**src/logic/epv_cfg.svh**
```systemverilog
/*
 constants for the program/verify controller: timing counts, mode pin levels,
 register offsets of the controller's own command port.
 assumes core_clk at 100 MHz.
*/
`ifndef EPV_CFG_SVH
`define EPV_CFG_SVH

`define EPV_CLK_MHZ 100
// strobe low time in us, target 100, limits 90..110
`define EPV_PULSE_LOW_US 100
`define EPV_PULSE_LOW_CYC (`EPV_PULSE_LOW_US * `EPV_CLK_MHZ)
// high gap between strobes and supply setup/hold, least 10 us
`define EPV_GAP_US 10
`define EPV_GAP_CYC (`EPV_GAP_US * `EPV_CLK_MHZ)
// 48 osc periods at slowest 4 MHz = 12 us, rounded up
`define EPV_OSC_PERIODS 48
`define EPV_OSC_MIN_MHZ 4
`define EPV_SETUP_CYC ((`EPV_OSC_PERIODS * `EPV_CLK_MHZ + `EPV_OSC_MIN_MHZ - 1) / `EPV_OSC_MIN_MHZ)
`define EPV_PULSES 25
// osc divider: 100/20 = 5 MHz, inside 4..6 MHz
`define EPV_OSC_HALF 10
`define EPV_ENC_LAST 16'h001F
`define EPV_SIG_ADDR0 16'h0030
`define EPV_SIG_ADDR1 16'h0031

// command port offsets
`define EPV_REG_CTRL 4'h0
`define EPV_REG_ADDR 4'h1
`define EPV_REG_DATA 4'h2
`define EPV_REG_STATUS 4'h3
`define EPV_REG_RDATA 4'h4

// ctrl bits: [2:0] operation, [3] start
`define EPV_CTRL_START 3
`define EPV_STAT_BUSY 0
`define EPV_STAT_DONE 1

// mode pin levels {p27,p26,p37,p36}
`define EPV_LV_PROGRAM_STROBE_N 4'hB
`define EPV_LV_VERIFY 4'h3
`define EPV_LV_SIG 4'h0
`define EPV_LV_ENC 4'hA
`define EPV_LV_SEC1 4'hF
`define EPV_LV_SEC2 4'hC

`endif

```
**src/logic/epv_pkg.sv**
```systemverilog
/*
 types for the program/verify controller.
 assumes epv_cfg.svh is seen first where constants are needed.
*/
package epv_pkg;
	typedef enum logic [2:0] {
		EPV_OP_PROGRAM_STROBE_N = 3'b000,
		EPV_OP_VERIFY = 3'b001,
		EPV_OP_SIG = 3'b010,
		EPV_OP_ENC = 3'b011,
		EPV_OP_SEC1 = 3'b100,
		EPV_OP_SEC2 = 3'b101
	} epv_op_e;

	typedef enum logic [2:0] {
		EPV_ST_IDLE = 3'b000,
		EPV_ST_SETUP = 3'b001,
		EPV_ST_LOW = 3'b010,
		EPV_ST_HIGH = 3'b011,
		EPV_ST_HOLD = 3'b100,
		EPV_ST_READ = 3'b101
	} epv_state_e;
endpackage
```
**src/logic/epv_host.sv**
```systemverilog
/*
 external programming controller for an on-chip program store: drives address,
 data, mode levels and the program strobe; reads back verify and signature data.
 assumes the device pins are wired directly, port 0 has external pull-ups,
 and the programming supply switch follows program_strobe_n_supply_on.
*/
// The implementer's own choices: the address-and-strobe port and the register addresses.
`timescale 1ns/1ps
`include "epv_cfg.svh"

module epv_host
	import epv_pkg::*;
(
	input wire logic core_clk,
	input wire logic nrst,
	input wire logic [3:0] reg_addr,
	input wire logic [31:0] reg_wdata,
	input wire logic reg_wr,
	input wire logic reg_rd,
	output logic [31:0] reg_rdata,
	output logic dev_osc,
	output logic dev_reset,
	output logic program_store_enable_n,
	output logic program_strobe_n,
	output logic program_strobe_n_supply_on,
	output logic [7:0] port1_out,
	output logic [7:0] port2_out,
	output logic port3_bit7,
	output logic port3_bit6,
	output logic [7:0] port0_out,
	output logic port0_oe,
	input wire logic [7:0] port0_in
);

	////////////////////////////////////////////////////////////////////////////
	// reset release and input synchronisers

	logic [1:0] rst_sync;
	logic rst_n;
	logic [7:0] p0_meta;
	logic [7:0] p0_sync;

	always_ff @(posedge core_clk or negedge nrst) begin
		if (!nrst) begin
			rst_sync <= 2'b00;
		end else begin
			rst_sync <= {rst_sync[0], 1'b1};
		end
	end
	assign rst_n = rst_sync[1];

	always_ff @(posedge core_clk or negedge rst_n) begin
		if (!rst_n) begin
			p0_meta <= 8'hFF;
			p0_sync <= 8'hFF;
		end else begin
			p0_meta <= port0_in;
			p0_sync <= p0_meta;
		end
	end

	////////////////////////////////////////////////////////////////////////////
	// device oscillator, 5 MHz, runs from reset release onward

	logic [4:0] osc_div;

	always_ff @(posedge core_clk or negedge rst_n) begin
		if (!rst_n) begin
			osc_div <= 5'h00;
			dev_osc <= 1'b0;
		end else if (osc_div == 5'(`EPV_OSC_HALF - 1)) begin
			osc_div <= 5'h00;
			dev_osc <= ~dev_osc;
		end else begin
			osc_div <= osc_div + 5'h01;
		end
	end

	////////////////////////////////////////////////////////////////////////////
	// command registers

	epv_op_e op;
	logic [15:0] tgt_addr;
	logic [7:0] wr_byte;
	logic [7:0] rd_byte;
	logic busy;
	logic done;
	logic start;

	// op codes above the last defined one are refused
	assign start = reg_wr && reg_addr == `EPV_REG_CTRL && reg_wdata[`EPV_CTRL_START] && !busy &&
		reg_wdata[2:0] <= EPV_OP_SEC2;

	always_ff @(posedge core_clk or negedge rst_n) begin
		if (!rst_n) begin
			op <= EPV_OP_VERIFY;
			tgt_addr <= 16'h0000;
			wr_byte <= 8'hFF;
		end else if (reg_wr && !busy) begin
			if (reg_addr == `EPV_REG_CTRL) begin
				op <= epv_op_e'(reg_wdata[2:0]);
			end
			if (reg_addr == `EPV_REG_ADDR) begin
				tgt_addr <= reg_wdata[15:0];
			end
			if (reg_addr == `EPV_REG_DATA) begin
				wr_byte <= reg_wdata[7:0];
			end
		end
	end

	always_ff @(posedge core_clk or negedge rst_n) begin
		if (!rst_n) begin
			reg_rdata <= 32'h0000_0000;
		end else if (reg_rd) begin
			unique case (reg_addr)
				`EPV_REG_CTRL: reg_rdata <= {29'h0, op};
				`EPV_REG_ADDR: reg_rdata <= {16'h0, tgt_addr};
				`EPV_REG_DATA: reg_rdata <= {24'h0, wr_byte};
				`EPV_REG_STATUS: reg_rdata <= {30'h0, done, busy};
				`EPV_REG_RDATA: reg_rdata <= {24'h0, rd_byte};
				default: reg_rdata <= 32'h0000_0000;
			endcase
		end else begin
			reg_rdata <= 32'h0000_0000;
		end
	end

	////////////////////////////////////////////////////////////////////////////
	// sequencer

	epv_state_e state;
	logic [15:0] timer;
	logic [4:0] pulses;
	logic writing;
	logic [3:0] levels;
	epv_op_e sel_op;

	// a start takes its levels from the op written in the same cycle
	assign sel_op = start ? epv_op_e'(reg_wdata[2:0]) : op;
	assign writing = sel_op != EPV_OP_VERIFY && sel_op != EPV_OP_SIG;
	assign busy = state != EPV_ST_IDLE;

	always_comb begin
		unique case (sel_op)
			EPV_OP_PROGRAM_STROBE_N: levels = `EPV_LV_PROGRAM_STROBE_N;
			EPV_OP_VERIFY: levels = `EPV_LV_VERIFY;
			EPV_OP_SIG: levels = `EPV_LV_SIG;
			EPV_OP_ENC: levels = `EPV_LV_ENC;
			EPV_OP_SEC1: levels = `EPV_LV_SEC1;
			EPV_OP_SEC2: levels = `EPV_LV_SEC2;
			default: levels = `EPV_LV_VERIFY;
		endcase
	end

	always_ff @(posedge core_clk or negedge rst_n) begin
		if (!rst_n) begin
			state <= EPV_ST_IDLE;
			timer <= 16'h0000;
		end else begin
			unique case (state)
				EPV_ST_IDLE: begin
					if (start) begin
						state <= EPV_ST_SETUP;
						timer <= 16'h0000;
					end
				end
				EPV_ST_SETUP: begin
					// setup covers 48 osc periods and supply settle
					timer <= timer + 16'h0001;
					if (!writing && timer == 16'(`EPV_SETUP_CYC - 1)) begin
						state <= EPV_ST_READ;
					end else if (writing && timer == 16'(`EPV_SETUP_CYC - 1)) begin
						state <= EPV_ST_LOW;
						timer <= 16'h0000;
					end
				end
				EPV_ST_LOW: begin
					timer <= timer + 16'h0001;
					if (timer == 16'(`EPV_PULSE_LOW_CYC - 1)) begin
						state <= EPV_ST_HIGH;
						timer <= 16'h0000;
					end
				end
				EPV_ST_HIGH: begin
					timer <= timer + 16'h0001;
					if (timer == 16'(`EPV_SETUP_CYC - 1)) begin
						timer <= 16'h0000;
						if (pulses == 5'(`EPV_PULSES)) begin
							state <= EPV_ST_HOLD;
						end else begin
							state <= EPV_ST_LOW;
						end
					end
				end
				EPV_ST_HOLD: begin
					// hold after last strobe before modes drop
					timer <= timer + 16'h0001;
					if (timer == 16'(`EPV_SETUP_CYC - 1)) begin
						state <= EPV_ST_IDLE;
					end
				end
				EPV_ST_READ: begin
					state <= EPV_ST_IDLE;
				end
				default: state <= EPV_ST_IDLE;
			endcase
		end
	end

	always_ff @(posedge core_clk or negedge rst_n) begin
		if (!rst_n) begin
			pulses <= 5'h00;
		end else if (start) begin
			pulses <= 5'h00;
		end else if (state == EPV_ST_LOW && timer == 16'(`EPV_PULSE_LOW_CYC - 1)) begin
			pulses <= pulses + 5'h01;
		end
	end

	always_ff @(posedge core_clk or negedge rst_n) begin
		if (!rst_n) begin
			done <= 1'b0;
		end else if (start) begin
			done <= 1'b0;
		end else if ((state == EPV_ST_HOLD && timer == 16'(`EPV_SETUP_CYC - 1)) ||
				state == EPV_ST_READ) begin
			done <= 1'b1;
		end
	end

	always_ff @(posedge core_clk or negedge rst_n) begin
		if (!rst_n) begin
			rd_byte <= 8'hFF;
		end else if (state == EPV_ST_READ) begin
			rd_byte <= p0_sync;
		end
	end

	////////////////////////////////////////////////////////////////////////////
	// pins

	always_ff @(posedge core_clk or negedge rst_n) begin
		if (!rst_n) begin
			dev_reset <= 1'b0;
			program_store_enable_n <= 1'b1;
			program_strobe_n <= 1'b1;
			program_strobe_n_supply_on <= 1'b0;
		end else begin
			dev_reset <= busy || start;
			program_store_enable_n <= !(busy || start);
			program_strobe_n <= !(state == EPV_ST_LOW);
			// supply up for setup through hold, gaps exceed 10 us
			program_strobe_n_supply_on <= writing && (busy || start);
		end
	end

	// address and mode levels stand for the whole operation
	always_ff @(posedge core_clk or negedge rst_n) begin
		if (!rst_n) begin
			port1_out <= 8'h00;
			port2_out <= 8'h00;
			port3_bit7 <= 1'b1;
			port3_bit6 <= 1'b1;
		end else if (start) begin
			port1_out <= tgt_addr[7:0];
			port2_out <= {levels[3:2], tgt_addr[13:8]};
			port3_bit7 <= levels[1];
			port3_bit6 <= levels[0];
		end else if (!busy) begin
			port2_out[7:6] <= 2'b00;
		end
	end

	// port 0 is driven only for writes; reads lean on the pull-ups
	always_ff @(posedge core_clk or negedge rst_n) begin
		if (!rst_n) begin
			port0_out <= 8'hFF;
			port0_oe <= 1'b0;
		end else if (start) begin
			port0_out <= wr_byte;
			port0_oe <= writing;
		end else if (!busy) begin
			port0_oe <= 1'b0;
		end
	end

endmodule

```
**config.mk**
```make
export PLATFORM = sky130hd
export DESIGN_NAME = epv_host
export DESIGN_NICKNAME = d
export VERILOG_FILES = /design/src/logic/epv_pkg.sv /design/src/logic/epv_host.sv
export VERILOG_INCLUDE_DIRS = /design/src /design/src/logic
export SDC_FILE = /design/constraint.sdc
export NUM_CORES = 1
export LEC_CHECK = 0
export ABC_CLOCK_PERIOD_IN_PS = 4200
export BUFFER_PORTS_ARGS = -buffer_cell sky130_fd_sc_hd__buf_4
export CAP_MARGIN = 20
export CORE_MARGIN = 5
export CORE_UTILIZATION = 35
export DETAILED_ROUTE_END_ITERATION = 6
export GPL_ROUTABILITY_DRIVEN = 0
export PLACE_DENSITY = 0.54
export SLEW_MARGIN = 20
export SYNTH_ARGS = -nofsm -noshare
export SYNTH_HDL_FRONTEND = slang
export SYNTH_SLANG_ARGS = --single-unit
```
**constraint.sdc**
```tcl
create_clock -name core_clk -period 4.2 [get_ports core_clk]
set_input_delay 0.42 -clock core_clk [delete_from_list [all_inputs] [get_ports core_clk]]
set_output_delay 0.42 -clock core_clk [all_outputs]
set_load 0.02 [all_outputs]
```
After elaboration in Yosys (flattened, before gate mapping) --
Index checks and enable logic that the tools add are counted.
Storage, ports and cells: bits in read-only memories 0, bits of input ports 48, latch bits 0, flip-flop bits (word level) 147, RAM bits 0, memories 0, logic and storage cells 111, output and inout port bits 64
Operators by class: $add $sub $neg 3, shifts and indexed selects 0, $lt $le $gt $ge 1, multiply operators 0, multiplexer cells 27, divide/modulo/power cells 0, equal/unequal tests 25, reduce and logical (&&, ||, !) cells 29, bitwise logic cells 1
Operator list (number):
- $pmux W16 S5 | 2
- $mux W16 | 5
- $mux W32 | 1
- $mux W3 | 8
- $pmux W4 S5 | 1
- $add A16 B1 Y16 const B | 1
- $eq A16 B11 Y1 const B | 1
- $eq A16 B14 Y1 const B | 1
- $mux W5 | 3
- $pmux W3 S5 | 1
- $eq A3 B2 Y1 const B | 4
- $eq A3 B3 Y1 const B | 4
- $logic_and A1 B1 Y1 | 11
- $add A5 B1 Y5 const B | 2
- $eq A4 B2 Y1 const B | 2
- $ne A2 B2 Y1 const B | 4
- $reduce_and A2 Y1 | 4
- $logic_not A3 Y1 | 2
- $eq A5 B4 Y1 const B | 1
- $eq A5 B5 Y1 const B | 1
- $reduce_and A5 Y1 | 1
- $reduce_bool A5 Y1 | 1
- $eq A4 B1 Y1 const B | 1
- $eq A4 B3 Y1 const B | 1
- other kinds (14) | 23

Depth between registers and ports, before layout --
Gate-level depths: netlist (run 1).
depth in word-level cells 12, mapped depth 8, gate-level depth less buffers 6

Worst setup path before layout (run 1) --
OpenSTA, ideal clock, no wires.
path type input to register, from in reg_addr[0], to reg state[1], data required time 4.121 ns, slack 2.069 ns, stages 6, setup time 0.079 ns, buffers on the path 1, arrival 2.053 ns, cell sequence buf_2 -> nor4_4 -> nand4_4 -> a32o_1 -> or4_1 -> a21oi_1
On the way: longest elaborated chain between the ends 12, elaborated cells between the ends (all ways) 17, classes of those cells eq/ne: 4; mux: 3; reduce/logical: 10
RTL lines:
- start: declaration | RTL line epv_host.sv:16 | input wire logic [3:0] reg_addr,
- $logic_not A4 Y1 (*)
- $logic_and A1 B1 Y1 (no line) (*)
- $logic_and A1 B1 Y1 (*) (3 in series) | RTL line epv_host.sv:91 | assign start = reg_wr && reg_addr == `EPV_REG_CTRL && reg_wdata[`EPV_CTRL_START] && !busy &&
- $mux W3 | RTL line epv_host.sv:140 | assign sel_op = start ? epv_op_e'(reg_wdata[2:0]) : op;
- $ne A3 B1 Y1 / $ne A3 B2 Y1 (equally long branches) | RTL line epv_host.sv:141 | assign writing = sel_op != EPV_OP_VERIFY && sel_op != EPV_OP_SIG;
- $logic_and A1 B1 Y1 | RTL line epv_host.sv:141
- $logic_not A1 Y1 | RTL line epv_host.sv:171 | if (!writing && timer == 16'(`EPV_SETUP_CYC - 1)) begin
- $logic_and A1 B1 Y1 | RTL line epv_host.sv:171
- $ne A3 B3 Y1 (no line) / $mux W3 (equally long branches)
- $reduce_and A5 Y1 (no line) / $pmux W3 S5 (equally long branches)
- end signal: assignment | RTL line epv_host.sv:172 | state <= EPV_ST_READ;
- end signal: assignment | RTL line epv_host.sv:174 | state <= EPV_ST_LOW;
- end signal: assignment | RTL line epv_host.sv:181 | state <= EPV_ST_HIGH;
- end: declaration | RTL line epv_host.sv:132 | epv_state_e state;
Every way passes the cells marked *; elsewhere a longest branch is shown, timed or not. A chain may end at the register's enable or synchronous reset.

Worst setup path in the final report (run 1) --
from reg state[1], to reg state[1]
On the way: longest elaborated chain between the ends 11, elaborated cells between the ends (all ways) 24, classes of those cells eq/ne: 11; mux: 3; reduce/logical: 10
RTL lines:
- start signal: assignment | RTL line epv_host.sv:158 | state <= EPV_ST_IDLE;
- start signal: assignment | RTL line epv_host.sv:164 | state <= EPV_ST_SETUP;
- start signal: assignment | RTL line epv_host.sv:172
- $reduce_bool A3 Y1 | RTL line epv_host.sv:142 | assign busy = state != EPV_ST_IDLE;
- $logic_not A1 Y1
- $logic_and A1 B1 Y1 (2 in series) | RTL line epv_host.sv:91
- $mux W3 | RTL line epv_host.sv:140
- $ne A3 B1 Y1 / $ne A3 B2 Y1 (equally long branches) | RTL line epv_host.sv:141
- $logic_and A1 B1 Y1 | RTL line epv_host.sv:141
- $logic_not A1 Y1 | RTL line epv_host.sv:171
- $logic_and A1 B1 Y1 | RTL line epv_host.sv:171
- $ne A3 B3 Y1 (no line) / $mux W3 (equally long branches)
- $reduce_and A5 Y1 (no line) / $pmux W3 S5 (equally long branches)
Parallel ways exist; a longest one is shown, timed or not.

==> results of run 1 <==
[where the power goes]
| part | leakage, uW | internal (uW) | switching [uW] | total [uW] |
|---|---|---|---|---|
| Clock | 0.000302 | 1010 | 523 | 1530 |
| Sequential | 0.00160 | 1280 | 11.2 | 1290 |
| Combinational | 0.00144 | 32.3 | 57.8 | 90.0 |
| Total | 0.00334 | 2330 | 592 | 2920 |
[metal layers]
metal	routed length, um	share of wire [%]	track usage, %	up-vias
met5	0	0	0	-
met4	209	1.7	5.76	0
met3	698	5.5	3.65	14
met2	5740	46	21.2	104
met1	5940	47	19.5	1954
li1	-	-	-	1902
[logic make-up after synthesis]
logic type | Yosys count | synth area share [%]
XOR/XNOR | 14 | 2.16
multiplexers | 38 | 7.53
flip-flops | 131 | 58.9
other | 2 | 0.133
adder cells (fa/ha/maj) | 5 | 1.10
buffers and inverters | 40 | 3.80
AO/OA/AOI/OAI | 70 | 8.19
AND/OR/NAND/NOR | 206 | 18.2
[per-stage QoR]
| step | power, uW | hold WS [ns] | utilization, % |
|---|---|---|---|
| 2_1_floorplan | 1370 | 0.124 | - |
| 3_3_place_gp | 1400 | 0.202 | 40.5 |
| 3_5_place_dp | 1400 | 0.203 | 40.5 |
| 4_1_cts | 2950 | 0.0939 | 44.5 |
| 5_1_grt | 3030 | 0.0947 | 44.6 |
| 6_report | 2920 | 0.111 | 44.6 |
[worst reg2reg max path, stage by stage (launching register included)]
cell     delay, ns
dfrtp_1       0.49
nor4b_4       0.51
nand4_4       0.48
a32o_1        0.52
or4_1         0.48
a21oi_1       0.16
[how the worst min path moves through the flow]
stage	startpoint	cells after the start	to	slack (ns)
after floorplan	nrst	0	rst_sync[0]	0.12
after global placement	nrst	1	rst_sync[0]	0.20
after detailed placement	nrst	1	rst_sync[0]	0.20
after CTS	port0_in[1]	1	p0_meta[1]	0.09
after global routing	port0_in[6]	1	p0_meta[6]	0.09
final	port0_in[1]	1	p0_meta[1]	0.11
[cells in the mapped netlist, types with 5 or more instances]
library cell / number
a22o_1: 7
a22oi_1: 7
and3_1: 10
buf_4: 16
clkbuf_1: 10
dfrtp_1: 86
dfstp_2: 45
ha_1: 5
inv_1: 8
mux2_2: 37
nand2_1: 108
nand3_1: 13
nor2_1: 33
nor3_1: 6
o21ai_0: 22
o21ai_1: 7
xnor2_1: 6
xor2_1: 8
[layout make-up]
cell class	instances	area share [%]
Clock buffer	24	7.08
Clock inverter	8	1.75
Inverter	8	0.424
Multi-Input combinational cell	350	30.7
Sequential cell	131	47.1
Tap cell	216	3.81
Timing Repair Buffer	85	9.21
[flip-flops by register name (all words and copies together), names as in the netlist, 2 cells and up]
signal / cells
port1_out: 8
pulses: 5
reg_rdata: 16
port2_out: 8
timer: 16
osc_div: 5
rst_sync: 2
state: 3
wr_byte: 8
p0_meta: 8
rd_byte: 8
op: 3
p0_sync: 8
port0_out: 8
tgt_addr: 16
[placed cells by master (no fill, tap or decap), drive strengths merged, types with 4 or more instances in the layout]
cell    synthesis  routed
nand2         108     108
dfrtp          86      86
buf            22      84
dfstp          45      45
mux2           37      37
nor2           33      33
o21ai          29      29
clkbuf         10      24
conb            2      17
nand3          13      13
and3           10      10
inv             8       8
xor2            8       8
a22o            7       7
a22oi           7       7
nor3            7       7
xnor2           6       6
nor4            6       6
ha              5       5
nor2b           4       4
a21oi           4       4
[what timing repair did]
action | in CTS | in global routing
setup buffers | 0 | 0
hold endpoints to repair | 2 | 0
hold buffers | 1 | 0
==> results.py, run 1 <==
metrics = {
    "status": {
        "status": "finished clean",
    },
    "worst_setup_path": {
        "rr_startpoint": "state[1]",
        "cpPeakStageDelay_ns": 0.51,
        "cp.depth": 5,
        "arrival_ns": 3.05,
        "ff2ff_path_depth": 5,
        "slowest_stage": "nor4b_4",
        "crit_chain": "nor4b_4 -> nand4_4 -> a32o_1 -> or4_1 -> a21oi_1",
        "worstPathMaxFanout": 28,
        "rrSetupSlack_ns": 1.48,
        "crit_type": "reg -> reg",
        "cp.required_ns": 4.53,
        "startpoint": "state[1]",
        "path_delay_family": "simple AND/OR/NAND/NOR gates",
        "cp-start-kind": "register",
        "worstReg2RegEnd": "state[1]",
        "endpoint": "state[1]",
        "path_buf_inv": 0,
        "cp-end-kind": "register",
    },
    "route": {
        "num_vias": 3974,
        "ant_nets": 0,
        "wirelength_mm": 12.6,
        "via_per_inst": 4.83,
        "wire_per_inst_um": 15.3,
        "drt-pass1-iter-count": 4,
        "drcViolationCount": 0,
        "drtIter0Drc": 178,
    },
    "clock_tree": {
        "cts_root_buf": "clkbuf_16",
        "cts.sinks": 131,
        "clock_path_buffers": 2,
        "cts_tree": "built",
        "clk_pin_slew_ns": 0.06,
        "cts_made_buffers": 17,
        "clock_latency_ns": 0.41,
        "ctsResizeCount": 0,
        "h-tree-depth": 4,
    },
    "yosys": {
        "synth_area_leader_cell": "dfrtp_1",
        "avgSynthCellArea_sq_um": 11.2,
        "ys_seq_area_share_pct": 58.9,
        "synthFlopType": "dfrtp_1",
        "synth_edf_count": 0,
        "ys_warn_count": 0,
        "async_flop_share_pct": 100,
        "ys_top_cells_by_area": "dfrtp_1, dfstp_2, mux2_2, nand2_1, nor2_1",
        "yosysTopAreaCellShare_pct": 38.0,
        "yosysUniqueCellTypes": 59,
        "ys_ff_latch": 131,
        "synth_cells": 506,
        "syn_area_sq_um": 5670,
    },
    "floorplan": {
        "die_h_um": 137,
        "coreArea_sq_um": 15900,
        "num_rows": 46,
        "initial_core_util_pct": 35.7,
        "ios": 112,
        "die-area_sq_um": 18800,
        "chipWidth_um": 137,
    },
    "sta": {
        "fin_skew_ns": 0.00651,
        "final_hold_viol_count": 0,
        "fmax_mhz": 368,
        "period_share_pct": 64.7,
        "maxSlewViolCount": 0,
        "slew_headroom_pct": 47.4,
        "fin_setup_tns_ns": 0,
        "worst_slack_ns": 1.48,
        "rsz0062_at_grt": "no",
        "setup_viol": 0,
        "period_needed_ns": 2.72,
        "tightestPinTransition_ns": 0.779,
    },
    "final_layout": {
        "multi_input_area_sq_um": 2170,
        "drive_above_1_share_pct": 34.2,
        "final_cells": 822,
        "design_area_sq_um": 7090,
        "seq_area_sq_um": 3340,
        "n_antenna_cell": 0,
        "syn_to_final_growth_pct": 25.2,
        "nFillCells": 1516,
        "nets": 646,
    },
    "placed_design": {
        "place_ws_ns": 1.41,
        "dpl.hpwl_mm": 8.89,
        "dpl.cell_count": 788,
        "postPlaceCellArea_sq_um": 6430,
        "numPortBuffers": 79,
    },
    "worst_hold_path": {
        "min_path_type": "in -> reg",
    },
    "power": {
        "powerDensity_nw_per_um2": 412,
        "cellLeakagePower_uw": 0.00334,
        "ir_drop_uv": 267,
    },
    "global_route": {
        "grt_overflow_total": 0,
        "grt_max_degree": 80,
        "grtUsageTotal_pct": 14.1,
        "antenna_found_initial": 0,
        "grt_first_pass_wirelength_mm": 20.6,
        "grt_pass1_vias": 4013,
    },
    "run": {
        "maxCapViolCount": 0,
    },
}
No activity file was read; power rests on OpenSTA's default activity.
==> run 2: changes to the inputs <==
--- a/config.mk
+++ b/config.mk
@@ -6,14 +6,14 @@
 export SDC_FILE = /design/constraint.sdc
 export NUM_CORES = 1
 export LEC_CHECK = 0
-export ABC_CLOCK_PERIOD_IN_PS = 4200
+export ABC_CLOCK_PERIOD_IN_PS = 2280
 export BUFFER_PORTS_ARGS = -buffer_cell sky130_fd_sc_hd__buf_4
 export CAP_MARGIN = 20
 export CORE_MARGIN = 5
 export CORE_UTILIZATION = 35
 export DETAILED_ROUTE_END_ITERATION = 6
 export GPL_ROUTABILITY_DRIVEN = 0
-export PLACE_DENSITY = 0.54
+export PLACE_DENSITY = 0.56
 export SLEW_MARGIN = 20
 export SYNTH_ARGS = -nofsm -noshare
 export SYNTH_HDL_FRONTEND = slang
==> constraint.sdc (replaced) <==
create_clock -name core_clk -period 2.28 [get_ports core_clk]
set_input_delay 0.228 -clock core_clk [delete_from_list [all_inputs] [get_ports core_clk]]
set_output_delay 0.228 -clock core_clk [all_outputs]
set_load 0.02 [all_outputs]
==> results.py, run 2 (same netlist as run 1, synthesis figures left out) <==
metrics = {
    "sta": {
        "tightestPinTransition_ns": 0.847,
        "period_share_pct": 93.8,
        "period_needed_ns": 2.14,
        "setup_viol": 0,
        "rsz0062_at_grt": "no",
        "maxSlewViolCount": 0,
        "fin_setup_tns_ns": 0,
        "worst_slack_ns": 0.141,
        "slew_headroom_pct": 42.7,
        "fmax_mhz": 467,
        "hold_slack_ns": 0.0545,
        "final_hold_viol_count": 0,
        "fin_skew_ns": 0.00883,
    },
    "clock_tree": {
        "h-tree-depth": 4,
        "clk_pin_slew_ns": 0.06,
        "cts_root_buf": "clkbuf_16",
        "cts_made_buffers": 17,
        "cts_tree": "built",
        "clock_latency_ns": 0.41,
        "clock_path_buffers": 2,
        "post_cts_buffers": 0,
        "cts.sinks": 131,
    },
    "worst_setup_path": {
        "worstPathMaxFanout": 4,
        "cp-start-kind": "register",
        "crit_type": "reg -> reg",
        "cp-end-kind": "register",
        "arrival_ns": 2.47,
        "ff2ff_path_depth": 5,
        "cp.required_ns": 2.61,
    },
    "global_route": {
        "grt_overflow_total": 0,
        "antenna_found_initial": 0,
        "grt_pass1_vias": 4085,
        "grt_first_pass_wirelength_mm": 20.6,
        "grt_max_degree": 48,
        "grtUsageTotal_pct": 14.2,
    },
    "floorplan": {
        "chipWidth_um": 137,
        "initial_core_util_pct": 35.7,
        "ios": 112,
        "die-area_sq_um": 18800,
        "num_rows": 46,
        "coreArea_sq_um": 15900,
        "die_h_um": 137,
    },
    "route": {
        "wirelength_mm": 13.0,
        "via_per_inst": 4.83,
        "drcViolationCount": 0,
        "drtIter0Drc": 204,
        "drt-pass1-iter-count": 4,
        "num_vias": 4111,
        "wire_per_inst_um": 15.2,
        "ant_nets": 0,
    },
    "worst_hold_path": {
        "holdPathStages": 2,
        "min_path_type": "in -> reg",
    },
    "final_layout": {
        "nets": 676,
        "largestRegisters": "reg_rdata (16), tgt_addr (16), timer (16)",
        "syn_to_final_growth_pct": 29.2,
        "drive_above_1_share_pct": 36.2,
        "seq_area_sq_um": 3340,
        "multi_input_area_sq_um": 2190,
        "layout_commonest_cell": "nand2_1",
        "nFillCells": 1527,
        "utilization_pct": 46.1,
        "final_cell_mix": "nand2_1, buf_4, dfrtp_1, dfstp_2, mux2_2",
        "n_antenna_cell": 0,
    },
    "run": {
        "maxCapViolCount": 0,
    },
    "placed_design": {
        "dpl.hpwl_mm": 9.24,
        "place_ws_ns": 0.0871,
        "numPortBuffers": 79,
    },
    "power": {
        "cellLeakagePower_uw": 0.00348,
        "powerDensity_nw_per_um2": 717,
        "ir_drop_uv": 567,
    },
    "status": {
        "status": "finished clean",
    },
}
==> run 2: changes by cell type in the layout (fill, tap and decap cells not counted), sizes merged <==
cell,change
clkinvlp,-1
clkbuf,-3
buf,+22
clkinv,+4
dlygate4sd3,+8
==> run 2: cell type report <==
cell class                 count  share of cell area [%]
clock buffer                  21                    6.15
inverter                       8                   0.410
tap                          216                    3.69
multi-input combinational    350                    29.9
sequential                   131                    45.6
clock inverter                11                    1.85
timing repair buffer         115                    12.4
==> run 2: worst max-delay path, stage by stage, from the launching register on <==
cell     delay (ns)
dfrtp_1        0.38
or4b_4         0.59
nor4b_4        0.38
nand3_1        0.17
or4_1          0.48
o21ai_1        0.08
==> run 2: routing by layer <==
layer	track usage [%]	up-vias	part of all wire (%)
met5	0	-	0
met4	4.38	0	1.1
met3	4.38	11	5.9
met2	21.7	114	46
met1	19.4	2028	47
li1	-	1958	-
==> run 2: worst paths after layout <==
check	startpoint	to	slack [ns]
worst max-delay path	timer[6]	pulses[4]	0.14
worst min-delay path	reg_wdata[15]	tgt_addr[15]	0.05
worst max register to register	timer[6]	pulses[4]	0.14
worst min register to register	rst_sync[1]	osc_div[1]	0.35
max in group asynchronous	rst_sync[1]	port3_bit7	1.21
min in group asynchronous	nrst	rst_sync[1]	0.15
==> run 2: through the flow <==
stage | cells | total power [uW] | area, sq um
after global routing | 852 | 5450 | 7320
after CTS | 852 | 5320 | 7310
after global placement | 811 | 2590 | 6630
after detailed placement | 811 | 2600 | 6630
after floorplan | 521 | 2520 | 5720
final | 852 | 5250 | 7320
==> run 2: power breakdown <==
part           switching [uW]  total [uW]  internal (uW)
Combinational             106         177           71.3
Clock                     951        2690           1730
Sequential               24.6        2390           2360
Total                    1080        5250           4170
==> run 2: what timing repair did <==
| item | 4_1_cts | 5_1_grt |
|---|---|---|
| endpoints found under the setup margin | 0 | 10 |
| resized for setup | 0 | 4 |
| hold buffers | 9 | 0 |
| endpoints found under the hold margin | 10 | 0 |
